File: src/design/sac_pkg.sv
// constants and types shared by the converter control block
package sac_pkg;
    // ****************************************************************
    // register map on the processor access port
    // ****************************************************************
    localparam logic [15:0] SAC_MODE_ADDR = 16'hFF80; // conversion_mode
    localparam logic [15:0] SAC_CHAN_ADDR = 16'hFF84; // input_channel_select
    localparam logic [15:0] SAC_RESULT_ADDR = 16'hFF88; // conversion_result
    localparam logic [7:0] SAC_MODE_RESET = 8'h00;
    localparam logic [7:0] SAC_CHAN_RESET = 8'h00;
    localparam logic [7:0] SAC_UNMAPPED_READ = 8'h00;

    // ****************************************************************
    // field positions
    // ****************************************************************
    localparam int SAC_ENABLE_BIT = 7; // convert_enable
    localparam int SAC_TCODE_LSB = 3; // conv_time_code_b0
    localparam int SAC_TCODE_MSB = 5; // conv_time_code_b2
    localparam int SAC_CHAN_MSB = 2; // channel_index_b2
    localparam int SAC_RES_BITS = 8; // result width
    localparam int SAC_CHANNELS = 8; // analog_inputs

    // ****************************************************************
    // conversion timing, in system clocks
    // ****************************************************************
    localparam int SAC_CONV_CLK_0 = 288; // code 000
    localparam int SAC_CONV_CLK_1 = 240; // code 001
    localparam int SAC_CONV_CLK_2 = 192; // code 010
    localparam int SAC_CONV_CLK_4 = 144; // code 100
    localparam int SAC_CONV_CLK_5 = 120; // code 101
    localparam int SAC_SAMPLE_STEPS = 4; // opening steps spent sampling
    localparam int SAC_STEPS = SAC_SAMPLE_STEPS + SAC_RES_BITS; // steps per conversion
    localparam logic [3:0] SAC_LAST_SAMPLE = 4'(SAC_SAMPLE_STEPS - 1);
    localparam logic [3:0] SAC_LAST_STEP = 4'(SAC_STEPS - 1);
    localparam logic [7:0] SAC_MSB_TRIAL = 8'h80; // half-scale tap

    // sequencer states
    typedef enum logic [1:0] {
        SAC_IDLE = 2'b00,
        SAC_SAMPLE = 2'b01,
        SAC_CONVERT = 2'b10
    } sac_state_t;

    // clocks per step for a time code; prohibited codes fall back to the slowest
    function automatic logic [4:0] sac_unit_len(input logic [2:0] code);
        logic [4:0] len;
        len = 5'(SAC_CONV_CLK_0 / SAC_STEPS);
        unique case (code)
            3'h1: len = 5'(SAC_CONV_CLK_1 / SAC_STEPS);
            3'h2: len = 5'(SAC_CONV_CLK_2 / SAC_STEPS);
            3'h4: len = 5'(SAC_CONV_CLK_4 / SAC_STEPS);
            3'h5: len = 5'(SAC_CONV_CLK_5 / SAC_STEPS);
            default: len = 5'(SAC_CONV_CLK_0 / SAC_STEPS);
        endcase
        return len;
    endfunction : sac_unit_len
endpackage : sac_pkg

File: src/design/sac_step_timer.sv
// step timer: divides a conversion into equal steps of unit_len clocks
module sac_step_timer
    import sac_pkg::*;
(
    input wire logic clk,
    input wire logic reset,
    input wire logic restart,
    input wire logic run,
    input wire logic [4:0] unit_len,
    output logic [3:0] step_idx,
    output logic step_end
);
    // ****************************************************************
    // counters
    // ****************************************************************
    logic [4:0] unit_cnt_r; // clocks into the current step
    logic [3:0] step_r; // current step number
    logic last_step; // final step of a conversion

    // a step ends on its last clock while running
    assign step_end = run && !restart && (unit_cnt_r == unit_len - 5'h01);
    assign last_step = (step_r == SAC_LAST_STEP);
    assign step_idx = step_r;

    // count clocks, then steps; wrap for back to back conversions
    always_ff @(posedge clk)
    begin
        if (reset || restart || !run)
        begin
            unit_cnt_r <= 5'h00;
            step_r <= 4'h0;
        end
        else if (step_end)
        begin
            unit_cnt_r <= 5'h00;
            step_r <= last_step ? 4'h0 : step_r + 4'h1;
        end
        else
        begin
            unit_cnt_r <= unit_cnt_r + 5'h01;
        end
    end
endmodule : sac_step_timer

File: src/design/sac_approx.sv
// approximation shift register: one trial bit per decide, msb first
module sac_approx
    import sac_pkg::*;
(
    input wire logic clk,
    input wire logic reset,
    input wire logic clear,
    input wire logic decide,
    input wire logic comp_ge,
    output logic [7:0] approx,
    output logic [7:0] tap_code
);
    // ****************************************************************
    // state
    // ****************************************************************
    logic [7:0] approx_r; // decided bits
    logic [7:0] mask_r; // one-hot trial bit
    logic [7:0] tap_r; // ladder tap in use
    logic [7:0] approx_nxt; // bits after this decision
    logic [7:0] mask_nxt; // next trial bit

    // keep the trial bit only when input reaches the tap
    assign approx_nxt = comp_ge ? (approx_r | mask_r) : approx_r;
    assign mask_nxt = mask_r >> 1;
    assign approx = approx_r;
    assign tap_code = tap_r;

    // clear starts at half scale; each decide moves one bit lower
    always_ff @(posedge clk)
    begin
        if (reset)
        begin
            approx_r <= 8'h00;
            mask_r <= 8'h00;
            tap_r <= 8'h00;
        end
        else if (clear)
        begin
            approx_r <= 8'h00;
            mask_r <= SAC_MSB_TRIAL;
            tap_r <= SAC_MSB_TRIAL;
        end
        else if (decide && mask_r != 8'h00)
        begin
            approx_r <= approx_nxt;
            mask_r <= mask_nxt;
            tap_r <= approx_nxt | mask_nxt;
        end
    end
endmodule : sac_approx

File: src/design/sac_top.sv
// control and sequencing for the 8-bit successive approximation converter
// Contract
// - 8-bit result from one of eight inputs
// - only a software enable write starts conversion
// - convert back to back, interrupt each time
// - resolve msb first, then copy to result
// - result 8 bits, readable, unreset, loaded each conversion
// - sample selected input, then hold for comparisons
// - mode bit 7 enables; reset clears mode
// - time code picks 288/240/192/144/120 clocks
// - channel bits pick input; reset clears register
// - first result after enable may be junk
// - result after disable may be junk
// - first trial bit 7 at half scale
// - lower bits tried against tap from decided bits
// - after bit 0, latch result and interrupt
// - mode or channel write aborts; restarts if enabled, else stops
// - register write beats result update, no interrupt
// - read served before coinciding result update
module sac_top
    import sac_pkg::*;
(
    input wire logic clk,
    input wire logic reset,
    input wire logic [15:0] cpu_addr,
    input wire logic cpu_wr,
    input wire logic cpu_rd,
    input wire logic [7:0] cpu_wdata,
    output logic [7:0] cpu_rdata,
    input wire logic comp_ge,
    output logic [7:0] tap_code,
    output logic [2:0] channel_sel,
    output logic sample_hold,
    output logic conversion_done_irq
);
    // ****************************************************************
    // register access decode
    // ****************************************************************
    logic mode_wr; // write to conversion_mode
    logic chan_wr; // write to input_channel_select
    logic ctrl_wr; // either control write
    logic [7:0] rd_mux; // read data selection

    assign mode_wr = cpu_wr && (cpu_addr == SAC_MODE_ADDR);
    assign chan_wr = cpu_wr && (cpu_addr == SAC_CHAN_ADDR);
    assign ctrl_wr = mode_wr || chan_wr;

    // ****************************************************************
    // control registers
    // ****************************************************************
    logic convert_enable_r; // mode bit 7
    logic [2:0] time_code_r; // mode bits 5..3
    logic [2:0] chan_r; // channel index
    logic [7:0] result_r; // conversion result, no reset
    logic [7:0] rdata_r; // registered read data
    logic enable_nxt; // enable after this cycle's write
    logic [7:0] mode_view; // mode as software reads it

    assign mode_view = {convert_enable_r, 1'b0, time_code_r, 3'h0};
    assign enable_nxt = mode_wr ? cpu_wdata[SAC_ENABLE_BIT] : convert_enable_r;

    // mode register: enable plus time code, cleared by reset
    always_ff @(posedge clk)
    begin
        if (reset)
        begin
            convert_enable_r <= SAC_MODE_RESET[SAC_ENABLE_BIT];
            time_code_r <= SAC_MODE_RESET[SAC_TCODE_MSB:SAC_TCODE_LSB];
        end
        else if (mode_wr)
        begin
            convert_enable_r <= cpu_wdata[SAC_ENABLE_BIT];
            time_code_r <= cpu_wdata[SAC_TCODE_MSB:SAC_TCODE_LSB];
        end
    end

    // channel register: upper bits are not stored and read as zero
    always_ff @(posedge clk)
    begin
        if (reset)
        begin
            chan_r <= SAC_CHAN_RESET[SAC_CHAN_MSB:0];
        end
        else if (chan_wr)
        begin
            chan_r <= cpu_wdata[SAC_CHAN_MSB:0];
        end
    end

    // ****************************************************************
    // sequencer
    // ****************************************************************
    sac_state_t state_r; // sequencer state
    sac_state_t state_nxt; // next state
    logic [4:0] unit_len; // clocks per step
    logic [3:0] step_idx; // step within conversion
    logic step_end; // last clock of a step
    logic timer_run; // timer counts while converting
    logic last_sample; // end of the sampling steps
    logic last_compare; // end of the bit 0 step
    logic sar_clear; // start comparisons at half scale
    logic sar_decide; // latch one comparison
    logic [7:0] approx; // approximation shift register
    logic done_pend_r; // all bits decided last cycle
    logic load_result; // result update allowed this cycle

    assign unit_len = sac_unit_len(time_code_r);
    assign timer_run = (state_r != SAC_IDLE);
    assign last_sample = (state_r == SAC_SAMPLE) && step_end && (step_idx == SAC_LAST_SAMPLE);
    assign last_compare = (state_r == SAC_CONVERT) && step_end && (step_idx == SAC_LAST_STEP);
    assign sar_clear = last_sample && !ctrl_wr;
    assign sar_decide = (state_r == SAC_CONVERT) && step_end && !ctrl_wr;

    // next state: a control write restarts or stops, else walk the steps
    always_comb
    begin
        state_nxt = state_r;
        if (ctrl_wr)
        begin
            state_nxt = enable_nxt ? SAC_SAMPLE : SAC_IDLE;
        end
        else
        begin
            unique case (state_r)
                SAC_IDLE: state_nxt = SAC_IDLE;
                SAC_SAMPLE: state_nxt = last_sample ? SAC_CONVERT : SAC_SAMPLE;
                SAC_CONVERT: state_nxt = last_compare ? SAC_SAMPLE : SAC_CONVERT;
                default: state_nxt = SAC_IDLE;
            endcase
        end
    end

    // state register
    always_ff @(posedge clk)
    begin
        if (reset)
        begin
            state_r <= SAC_IDLE;
        end
        else
        begin
            state_r <= state_nxt;
        end
    end

    // step timer restarts on every control write
    sac_step_timer u_timer (
        .clk(clk),
        .reset(reset),
        .restart(ctrl_wr),
        .run(timer_run),
        .unit_len(unit_len),
        .step_idx(step_idx),
        .step_end(step_end)
    );

    // bit engine driving the ladder tap
    sac_approx u_approx (
        .clk(clk),
        .reset(reset),
        .clear(sar_clear),
        .decide(sar_decide),
        .comp_ge(comp_ge),
        .approx(approx),
        .tap_code(tap_code)
    );

    // ****************************************************************
    // result and completion
    // ****************************************************************
    // a control write in the load cycle drops the result and interrupt
    assign load_result = done_pend_r && !ctrl_wr;

    // remember that bit 0 was decided
    always_ff @(posedge clk)
    begin
        if (reset)
        begin
            done_pend_r <= 1'b0;
        end
        else
        begin
            done_pend_r <= last_compare && !ctrl_wr;
        end
    end

    // result register keeps no reset value; first result after enable
    // and the one after disable are not guaranteed meaningful
    always_ff @(posedge clk)
    begin
        if (load_result)
        begin
            result_r <= approx;
        end
    end

    // read mux: unmapped addresses read zero
    assign rd_mux = (cpu_addr == SAC_MODE_ADDR) ? mode_view :
                    (cpu_addr == SAC_CHAN_ADDR) ? {5'h00, chan_r} :
                    (cpu_addr == SAC_RESULT_ADDR) ? result_r : SAC_UNMAPPED_READ;

    // read data captures the old result when a load coincides
    always_ff @(posedge clk)
    begin
        if (reset)
        begin
            rdata_r <= SAC_UNMAPPED_READ;
        end
        else if (cpu_rd)
        begin
            rdata_r <= rd_mux;
        end
    end

    // ****************************************************************
    // outputs
    // ****************************************************************
    assign cpu_rdata = rdata_r;
    assign conversion_done_irq = load_result;
    assign sample_hold = (state_r == SAC_SAMPLE);
    assign channel_sel = chan_r;

    logic [8:0] period_cnt_r; // clocks since the last interrupt
    logic period_ok_r; // no control write since last interrupt

    // helper: measure spacing of undisturbed interrupts
    always_ff @(posedge clk)
    begin
        if (reset || conversion_done_irq)
        begin
            period_cnt_r <= 9'h001;
            period_ok_r <= !reset && !ctrl_wr;
        end
        else
        begin
            period_cnt_r <= period_cnt_r + 9'h001;
            period_ok_r <= period_ok_r && !ctrl_wr;
        end
    end
endmodule : sac_top

File: config.mk
export PLATFORM = sky130hd
export DESIGN_NAME = sac_top
export DESIGN_NICKNAME = d
export VERILOG_FILES = /design/src/design/sac_pkg.sv /design/src/design/sac_step_timer.sv /design/src/design/sac_approx.sv /design/src/design/sac_top.sv
export SDC_FILE = /design/constraint.sdc
export NUM_CORES = 1
export LEC_CHECK = 0
export ABC_AREA = 0
export BUFFER_PORTS_ARGS = -buffer_cell sky130_fd_sc_hd__buf_2
export CELL_PAD_IN_SITES_DETAIL_PLACEMENT = 1
export CELL_PAD_IN_SITES_GLOBAL_PLACEMENT = 1
export CORE_ASPECT_RATIO = 0.8
export CORE_MARGIN = 2
export CORE_UTILIZATION = 45
export DETAILED_ROUTE_END_ITERATION = 12
export PLACE_DENSITY_LB_ADDON = 0.3
export RECOVER_POWER = 100
export SLEW_MARGIN = 10
export SYNTH_ARGS = -nofsm -noshare
export SYNTH_HDL_FRONTEND = slang
export SYNTH_HIERARCHICAL = 1
export SYNTH_SLANG_ARGS = --single-unit
File: constraint.sdc
create_clock -name clk -period 4.9 [get_ports clk]
set_input_delay 0.245 -clock clk [delete_from_list [all_inputs] [get_ports clk]]
set_output_delay 0.245 -clock clk [all_outputs]
set_load 0.01 [all_outputs]
* Yosys cells after proc, flatten, opt, wreduce, memory -nomap -nowiden
Index checks and enable logic that the tools add are counted.
** Cells by class
- $add $sub $neg :: 3
- Eq/ne operators :: 12
- Multiplexer cells :: 16
- Bitwise logic cells :: 2
- Reduce and logical (&&, ||, !) cells :: 23
** Operator list (count)
- $mux 8 :: 8
- $eq 16x16->1 const B :: 3
- $pmux 5 s4 :: 1
- $logic_and 1x1->1 :: 13
- $or 8x7->8 :: 1
- $or 8x8->8 :: 1
- $reduce_bool 8->1 :: 1
- $eq 3x3->1 const B :: 2
- $mux 2 :: 3
- $add 5x1->5 const B :: 1
- $eq 5x5->1 :: 1
- $sub 5x1->5 const B :: 1
- $add 4x1->4 const B :: 1
- $eq 4x2->1 const B :: 1
- $eq 4x4->1 const B :: 1
- $mux 4 :: 1
- $pmux 2 s2 :: 1
- $reduce_bool 2->1 :: 2
- $reduce_or 2->1 :: 2
- $eq 3x1->1 const B :: 1
- $eq 3x2->1 const B :: 1
- $logic_or 1x1->1 :: 3
- $eq 2x1->1 const B :: 1
- $eq 2x2->1 const B :: 1
- 2 further kinds :: 4
** Word-level totals
- Bits in registers :: 59
- Input port bits :: 29

* Logic depth before layout (Yosys ltp)
- Depth after elaboration :: 11
- Depth in mapped cells :: 16

* Hierarchy
The synthesis kept the hierarchy.
** Modules (own cells, without submodules)
- sac_top :: instances 1, cells each 119, area each 1257.5 um^2, sequential area each 600.6 um^2
- sac_approx :: instances 1, cells each 97, area each 962.2 um^2, sequential area each 480.5 um^2
- sac_step_timer :: instances 1, cells each 64, area each 529.3 um^2, sequential area each 180.2 um^2

* Worst setup path after synthesis
No wires, ideal clock.
- Path kind :: reg-to-reg
- Start :: register time_code_r[1]
- End :: register u_approx.approx_r[0] (netlist: u_approx/approx[0])
- Library setup time :: 117 ps
- Arrival :: 2960 ps
- Required time :: 4783 ps
- Slack :: 1822 ps
- Cell stages (with the launch flop) :: 16
- Period minus slack after synthesis :: 3078 ps
- Cell sequence :: dfxtp_1 -> nand2b_1 -> nor2_1 -> inv_1 -> ha_1 -> nand2b_1 -> o211a_1 -> o31a_1 -> nor2_1 -> and4b_1 -> nand2_1 -> nor3_1 -> or2_2 -> clkbuf_1 -> buf_2 -> nor2_1
** Between the ends
- Longest elaborated chain between the ends :: 9
- Elaborated cells on any way between the ends :: 15
- Classes of those cells :: add/sub (1); eq/ne (5); mux (1); reduce/logical (8)
** RTL lines
- from (decl) :: line sac_top.sv:52 : logic [2:0] time_code_r;
- from (signal assigned) :: line sac_top.sv:68 : time_code_r <= SAC_MODE_RESET[SAC_TCODE_MSB:SAC_TCODE_LSB];
- from (signal assigned) :: line sac_top.sv:73 : time_code_r <= cpu_wdata[SAC_TCODE_MSB:SAC_TCODE_LSB];
- $eq 3x3->1, or another cell as far along :: line sac_pkg.sv:48 : unique case (code)
- $pmux 5 s4 * :: line sac_pkg.sv:48
- net unit_len[4] :: line sac_top.sv:95 : logic [4:0] unit_len;
- $sub 5x1->5 * :: line sac_step_timer.sv:21 : assign step_end = run && !restart && (unit_cnt_r == unit_len - 5'h01);
- $eq 5x5->1 * :: line sac_step_timer.sv:21
- $logic_and 1x1->1 * :: line sac_step_timer.sv:21
- net step_end :: line sac_top.sv:97 : logic step_end;
- $logic_and 1x1->1 * (2 in a row) :: line sac_top.sv:109 : assign last_sample = (state_r == SAC_SAMPLE) && step_end && (step_idx == SAC_LAST_SAMPLE);
- $logic_and 1x1->1 * :: line sac_top.sv:111 : assign sar_clear = last_sample && !ctrl_wr;
- net sar_clear :: line sac_top.sv:101 : logic sar_clear;
- $reduce_or 2->1 (no line) *
- to (signal assigned) :: line sac_approx.sv:45 : approx_r <= approx_nxt;
- to (decl) :: line sac_approx.sv:16 : logic [7:0] approx_r;
The timed path passes the listed nets; every way through them passes the cells marked *.
A chain may end at the register's enable or synchronous reset.

* Worst setup path after layout
- Start :: input port cpu_addr[3]
- End :: register u_approx.mask_r[5]
** Between the ends
- Longest elaborated chain between the ends :: 10
- Elaborated cells on any way between the ends :: 15
- Classes of those cells :: eq/ne (2); reduce/logical (13)
** RTL lines
- from (decl) :: line sac_top.sv:25 : input wire logic [15:0] cpu_addr,
- $eq 16x16->1, on equally long branches :: line sac_top.sv:44, sac_top.sv:45
- $logic_and 1x1->1, on equally long branches :: line sac_top.sv:44, sac_top.sv:45
- $logic_or 1x1->1 * :: line sac_top.sv:46 : assign ctrl_wr = mode_wr || chan_wr;
- net ctrl_wr :: line sac_top.sv:41 : logic ctrl_wr;
- $logic_not 1->1 *
- $logic_and 1x1->1 * (2 in a row) :: line sac_step_timer.sv:21
- net step_end :: line sac_top.sv:97
- $logic_and 1x1->1 * (2 in a row) :: line sac_top.sv:109
- $logic_and 1x1->1 * :: line sac_top.sv:111
- net sar_clear :: line sac_top.sv:101
- $reduce_or 2->1 (no line) *
- to (signal assigned) :: line sac_approx.sv:46 : mask_r <= mask_nxt;
- to (decl) :: line sac_approx.sv:17 : logic [7:0] mask_r;
Marked as above.

==> impl_metrics.csv <==
group,metric,value,unit
floorplanning,start_util,46.5,%
power_and_ir_drop,power_leakage,0.00111,uW
clocking,cts_setup_buffers,0,
floorplanning,die_y,73.9,um
synthesis,synth_area_leader_cell,"dfxtp_1",
grt,grt-ovfl-total,0,
clocking,clock_sinks,59,
layout,fin_util,52.8,%
clocking,clk_path_buf_depth,2,
min_path,holdCritPathClass,"in -> reg",
synthesis,netlist_area,2750,um^2
grt,grt_pass1_vias,2159,
sta,drv_slew,0,
clocking,cts_resized,0,
sta,min_period_over_period,75.9,%
place,routabilityCongestion,0.797,
clocking,cts-root-buf,"clkbuf_8",
worst_setup_path,cp_max_fo,15,
floorplanning,io_pins,50,
layout,final_nets,363,
worst_setup_path,crit_buf_inv,2,
synthesis,avgSynthCellArea,9.82,um^2
layout,area_growth_syn_to_layout,13.5,%
synthesis,ys_seq_elements,59,
outcome,outcome,"finished, final reports clean",
worst_setup_path,regToRegSetupSlack,1.38,ns
worst_setup_path,cp_top_family,"simple AND/OR/NAND/NOR gates",
route,antenna_left,0,
sta,finalSetupViolCount,0,
clocking,clk_latency,0.33,ns
route,drc,0,
worst_setup_path,critPathSlowestCell,"nor2_1",
sta,grt_setup_unrepaired,"false",
synthesis,netlist-cell-type-count,48,
worst_setup_path,cp_data_required_time,5.11,ns
min_path,hold_depth,3,
layout,fillerInstances,727,
clocking,cts_tree,"built",
run,maxCapViolCount,0,
synthesis,netlist_instances,280,
route,wl_per_cell,15.1,um
clocking,clkTransAtPathRegs,0.07,ns
worst_setup_path,r2r_end,"u_approx/mask_r[5]",
worst_setup_path,end_kind,"register",
grt,grtUsageTotal,20.1,%
worst_setup_path,start_kind,"input port",
worst_setup_path,path_depth,13,
route,via_per_inst,5.29,
worst_setup_path,worstPathArrival,3.93,ns
synthesis,ys_async_sr_fraction,0,%
power_and_ir_drop,power_density,283,nW/um^2
place,dp_hpwl,4.64,mm
layout,diodes,0,
synthesis,seq_area_frac_synth,45.9,%
min_path,whs_endpoint,"channel_sel[1]",
worst_setup_path,worstSetupPathType,"in -> reg",
place,portBuffers,48,
synthesis,synth_top_cells_by_area,"dfxtp_1 (37%), edfxtp_1 (8.7%), mux2i_1 (5.5%)",
synthesis,synth_top_area_share,37.1,%
worst_setup_path,rr_worst_depth,13,
sta,clock-skew-final,0.00895,ns
worst_setup_path,slowest_delay,0.47,ns
floorplanning,chipWidth,91.4,um
route,first_pass_iters,4,
clocking,cts-buffers-inserted,9,
floorplanning,core,5910,um^2
grt,grt_max_degree,22,
route,vias,2190,
floorplanning,dieArea,6750,um^2
sta,worst_pin_slew,0.551,ns
route,drtIter0Drc,51,
sta,min_period,3.72,ns
grt,antenna_found_initial,0,
sta,fmax,269,MHz
synthesis,ys_warn_count,6,
clocking,htreeDepth,3,
sta,relSlewSlack,62.9,%
layout,drive_gt1_share,14.4,%
power_and_ir_drop,ir_worst_vdd,0.000163,V
sta,hold_viol,0,
min_path,holdCritStartpoint,"cpu_wdata[1]",
place,place_area,3020,um^2
clocking,ctsHoldBuffers,0,
synthesis,synth_flop_cell,"dfxtp_1",
worst_setup_path,cp_cell_sequence,"clkbuf_1 > nand4b_1 > or4_1 > clkinvlp_2 > nand2b_1 > nor3_1 > nand2_1 > nor2_1 > and4b_1 > nand2_1 > nor3_1 > or2_2 > nor2_1",
sta,finalSetupTns,0,ns
worst_setup_path,rr_startpoint,"time_code_r[1]",
grt,grt_first_pass_wirelength,10.5,mm
route,routed_wl,6.27,mm
layout,stdcell_area,3120,um^2
worst_setup_path,startpoint,"cpu_addr[3]",
synthesis,synth_enable_flop_cells,8,
floorplanning,rows,25,
[cell type report]
class / instances / area (um^2) / area share, %
clock buffer: 13 / 139 / 4.45
clock inverter: 3 / 15.0 / 0.481
inverter: 11 / 42.5 / 1.36
multi-input combinational: 199 / 1350 / 43.2
sequential: 59 / 1260 / 40.4
tap: 81 / 101 / 3.25
timing repair buffer: 48 / 213 / 6.82
[state kept, by name, indices dropped and copies added (netlist names), 2 cells and up]
name / count
result_r: 8
u_approx/tap_code: 8
u_timer/unit_cnt_r: 5
time_code_r: 3
channel_sel: 3
u_approx/mask_r: 8
u_timer/step_idx: 4
cpu_rdata: 8
u_approx/approx: 8
state_r: 2
[worst register-to-register path: stages (launching register included)]
cell and delay, ns:
dfxtp_1 0.35, nand2b_1 0.18, nor2_1 0.14, inv_1 0.07, ha_1 0.22, nand2b_1 0.17
o211a_1 0.15, o31a_1 0.32, nor2_1 0.45, and4b_1 0.37, nand2_1 0.08, nor3_1 0.41
or2_2 0.39, nor2_1 0.09
[cell families (layout without fill, tap and decap cells)]
| kind of cell | count (synthesis) | in the layout | synth area share, % |
|---|---|---|---|
| AO/OA/AOI/OAI | 61 | 61 | 15.7 |
| other | 1 | 3 | 0.136 |
| multiplexers | 15 | 15 | 5.46 |
| XOR/XNOR | 10 | 10 | 3.19 |
| adder cells (fa/ha/maj) | 6 | 6 | 2.73 |
| buffers and inverters | 24 | 75 | 4.87 |
| flip-flops | 59 | 59 | 45.9 |
| AND/OR/NAND/NOR | 104 | 104 | 22.0 |
[worst max-delay path by stage]
stage                     slack, ns            endpoint
final                          1.18  u_approx/mask_r[5]
after global routing           0.77  u_approx/mask_r[5]
after CTS                      1.36  u_approx/mask_r[5]
after detailed placement       1.38  u_approx/approx[5]
after global placement         1.51  u_approx/approx[4]
after floorplan                1.82  u_approx/approx[0]
[layer usage]
metal  track usage (%)  up-vias  part of all wire [%]
met5                 0        -                     0
met3              5.64        8                   4.8
li1                  -     1096                     -
met4              8.75        0                   1.3
met2              32.0       54                    44
met1              25.8     1032                    50
[where the power goes]
group	leakage, uW	switching, uW	internal, uW	total, uW
sequential	0.000504	0.000620	489	489
combinational	0.000530	18.1	14.9	33.0
clock	0.0000812	179	181	360
[synth_stat cells (2+ instances only)]
cell type and number:
inv_1 10, a22oi_1 3, ha_1 6, xor2_1 5, clkbuf_1 4, or2_2 3
and2_1 3, mux2i_1 15, nand3_1 4, nand2_1 21, o21ai_0 8, nor4_4 2
dfxtp_1 51, nor2b_1 3, buf_2 5, xnor2_1 5, a211oi_1 8, edfxtp_1 8
nand4_1 5, nand3b_1 6, a21oi_1 20, nor3_1 9, buf_6 2, o31ai_1 8
o221a_1 8, nor2_1 24, nand2b_1 13
[metrics by stage]
step	std cells	worst slack (ns)	total power, uW	hold slack [ns]
2_1_floorplan	282	1.82	518	0.317
3_3_place_gp	398	1.51	532	0.433
3_5_place_dp	398	1.38	533	0.442
4_1_cts	414	1.36	894	0.162
5_1_grt	414	0.773	915	0.171
6_report	414	1.18	882	0.174
[layout by cell type (no fill, tap or decap), types with 4 or more instances in the layout]
cell / n
dfxtp_1: 51
clkbuf_1: 26
buf_2: 26
nor2_1: 24
nand2_1: 21
a21oi_1: 20
mux2i_1: 15
nand2b_1: 13
inv_1: 10
nor3_1: 9
a211oi_1: 9
clkbuf_8: 9
o21ai_0: 8
o31ai_1: 8
edfxtp_1: 8
o221a_1: 8
nand3b_1: 6
ha_1: 6
xor2_1: 5
xnor2_1: 5
nand4_1: 5
nand3_1: 4
(Power assumes the default switching activity.)
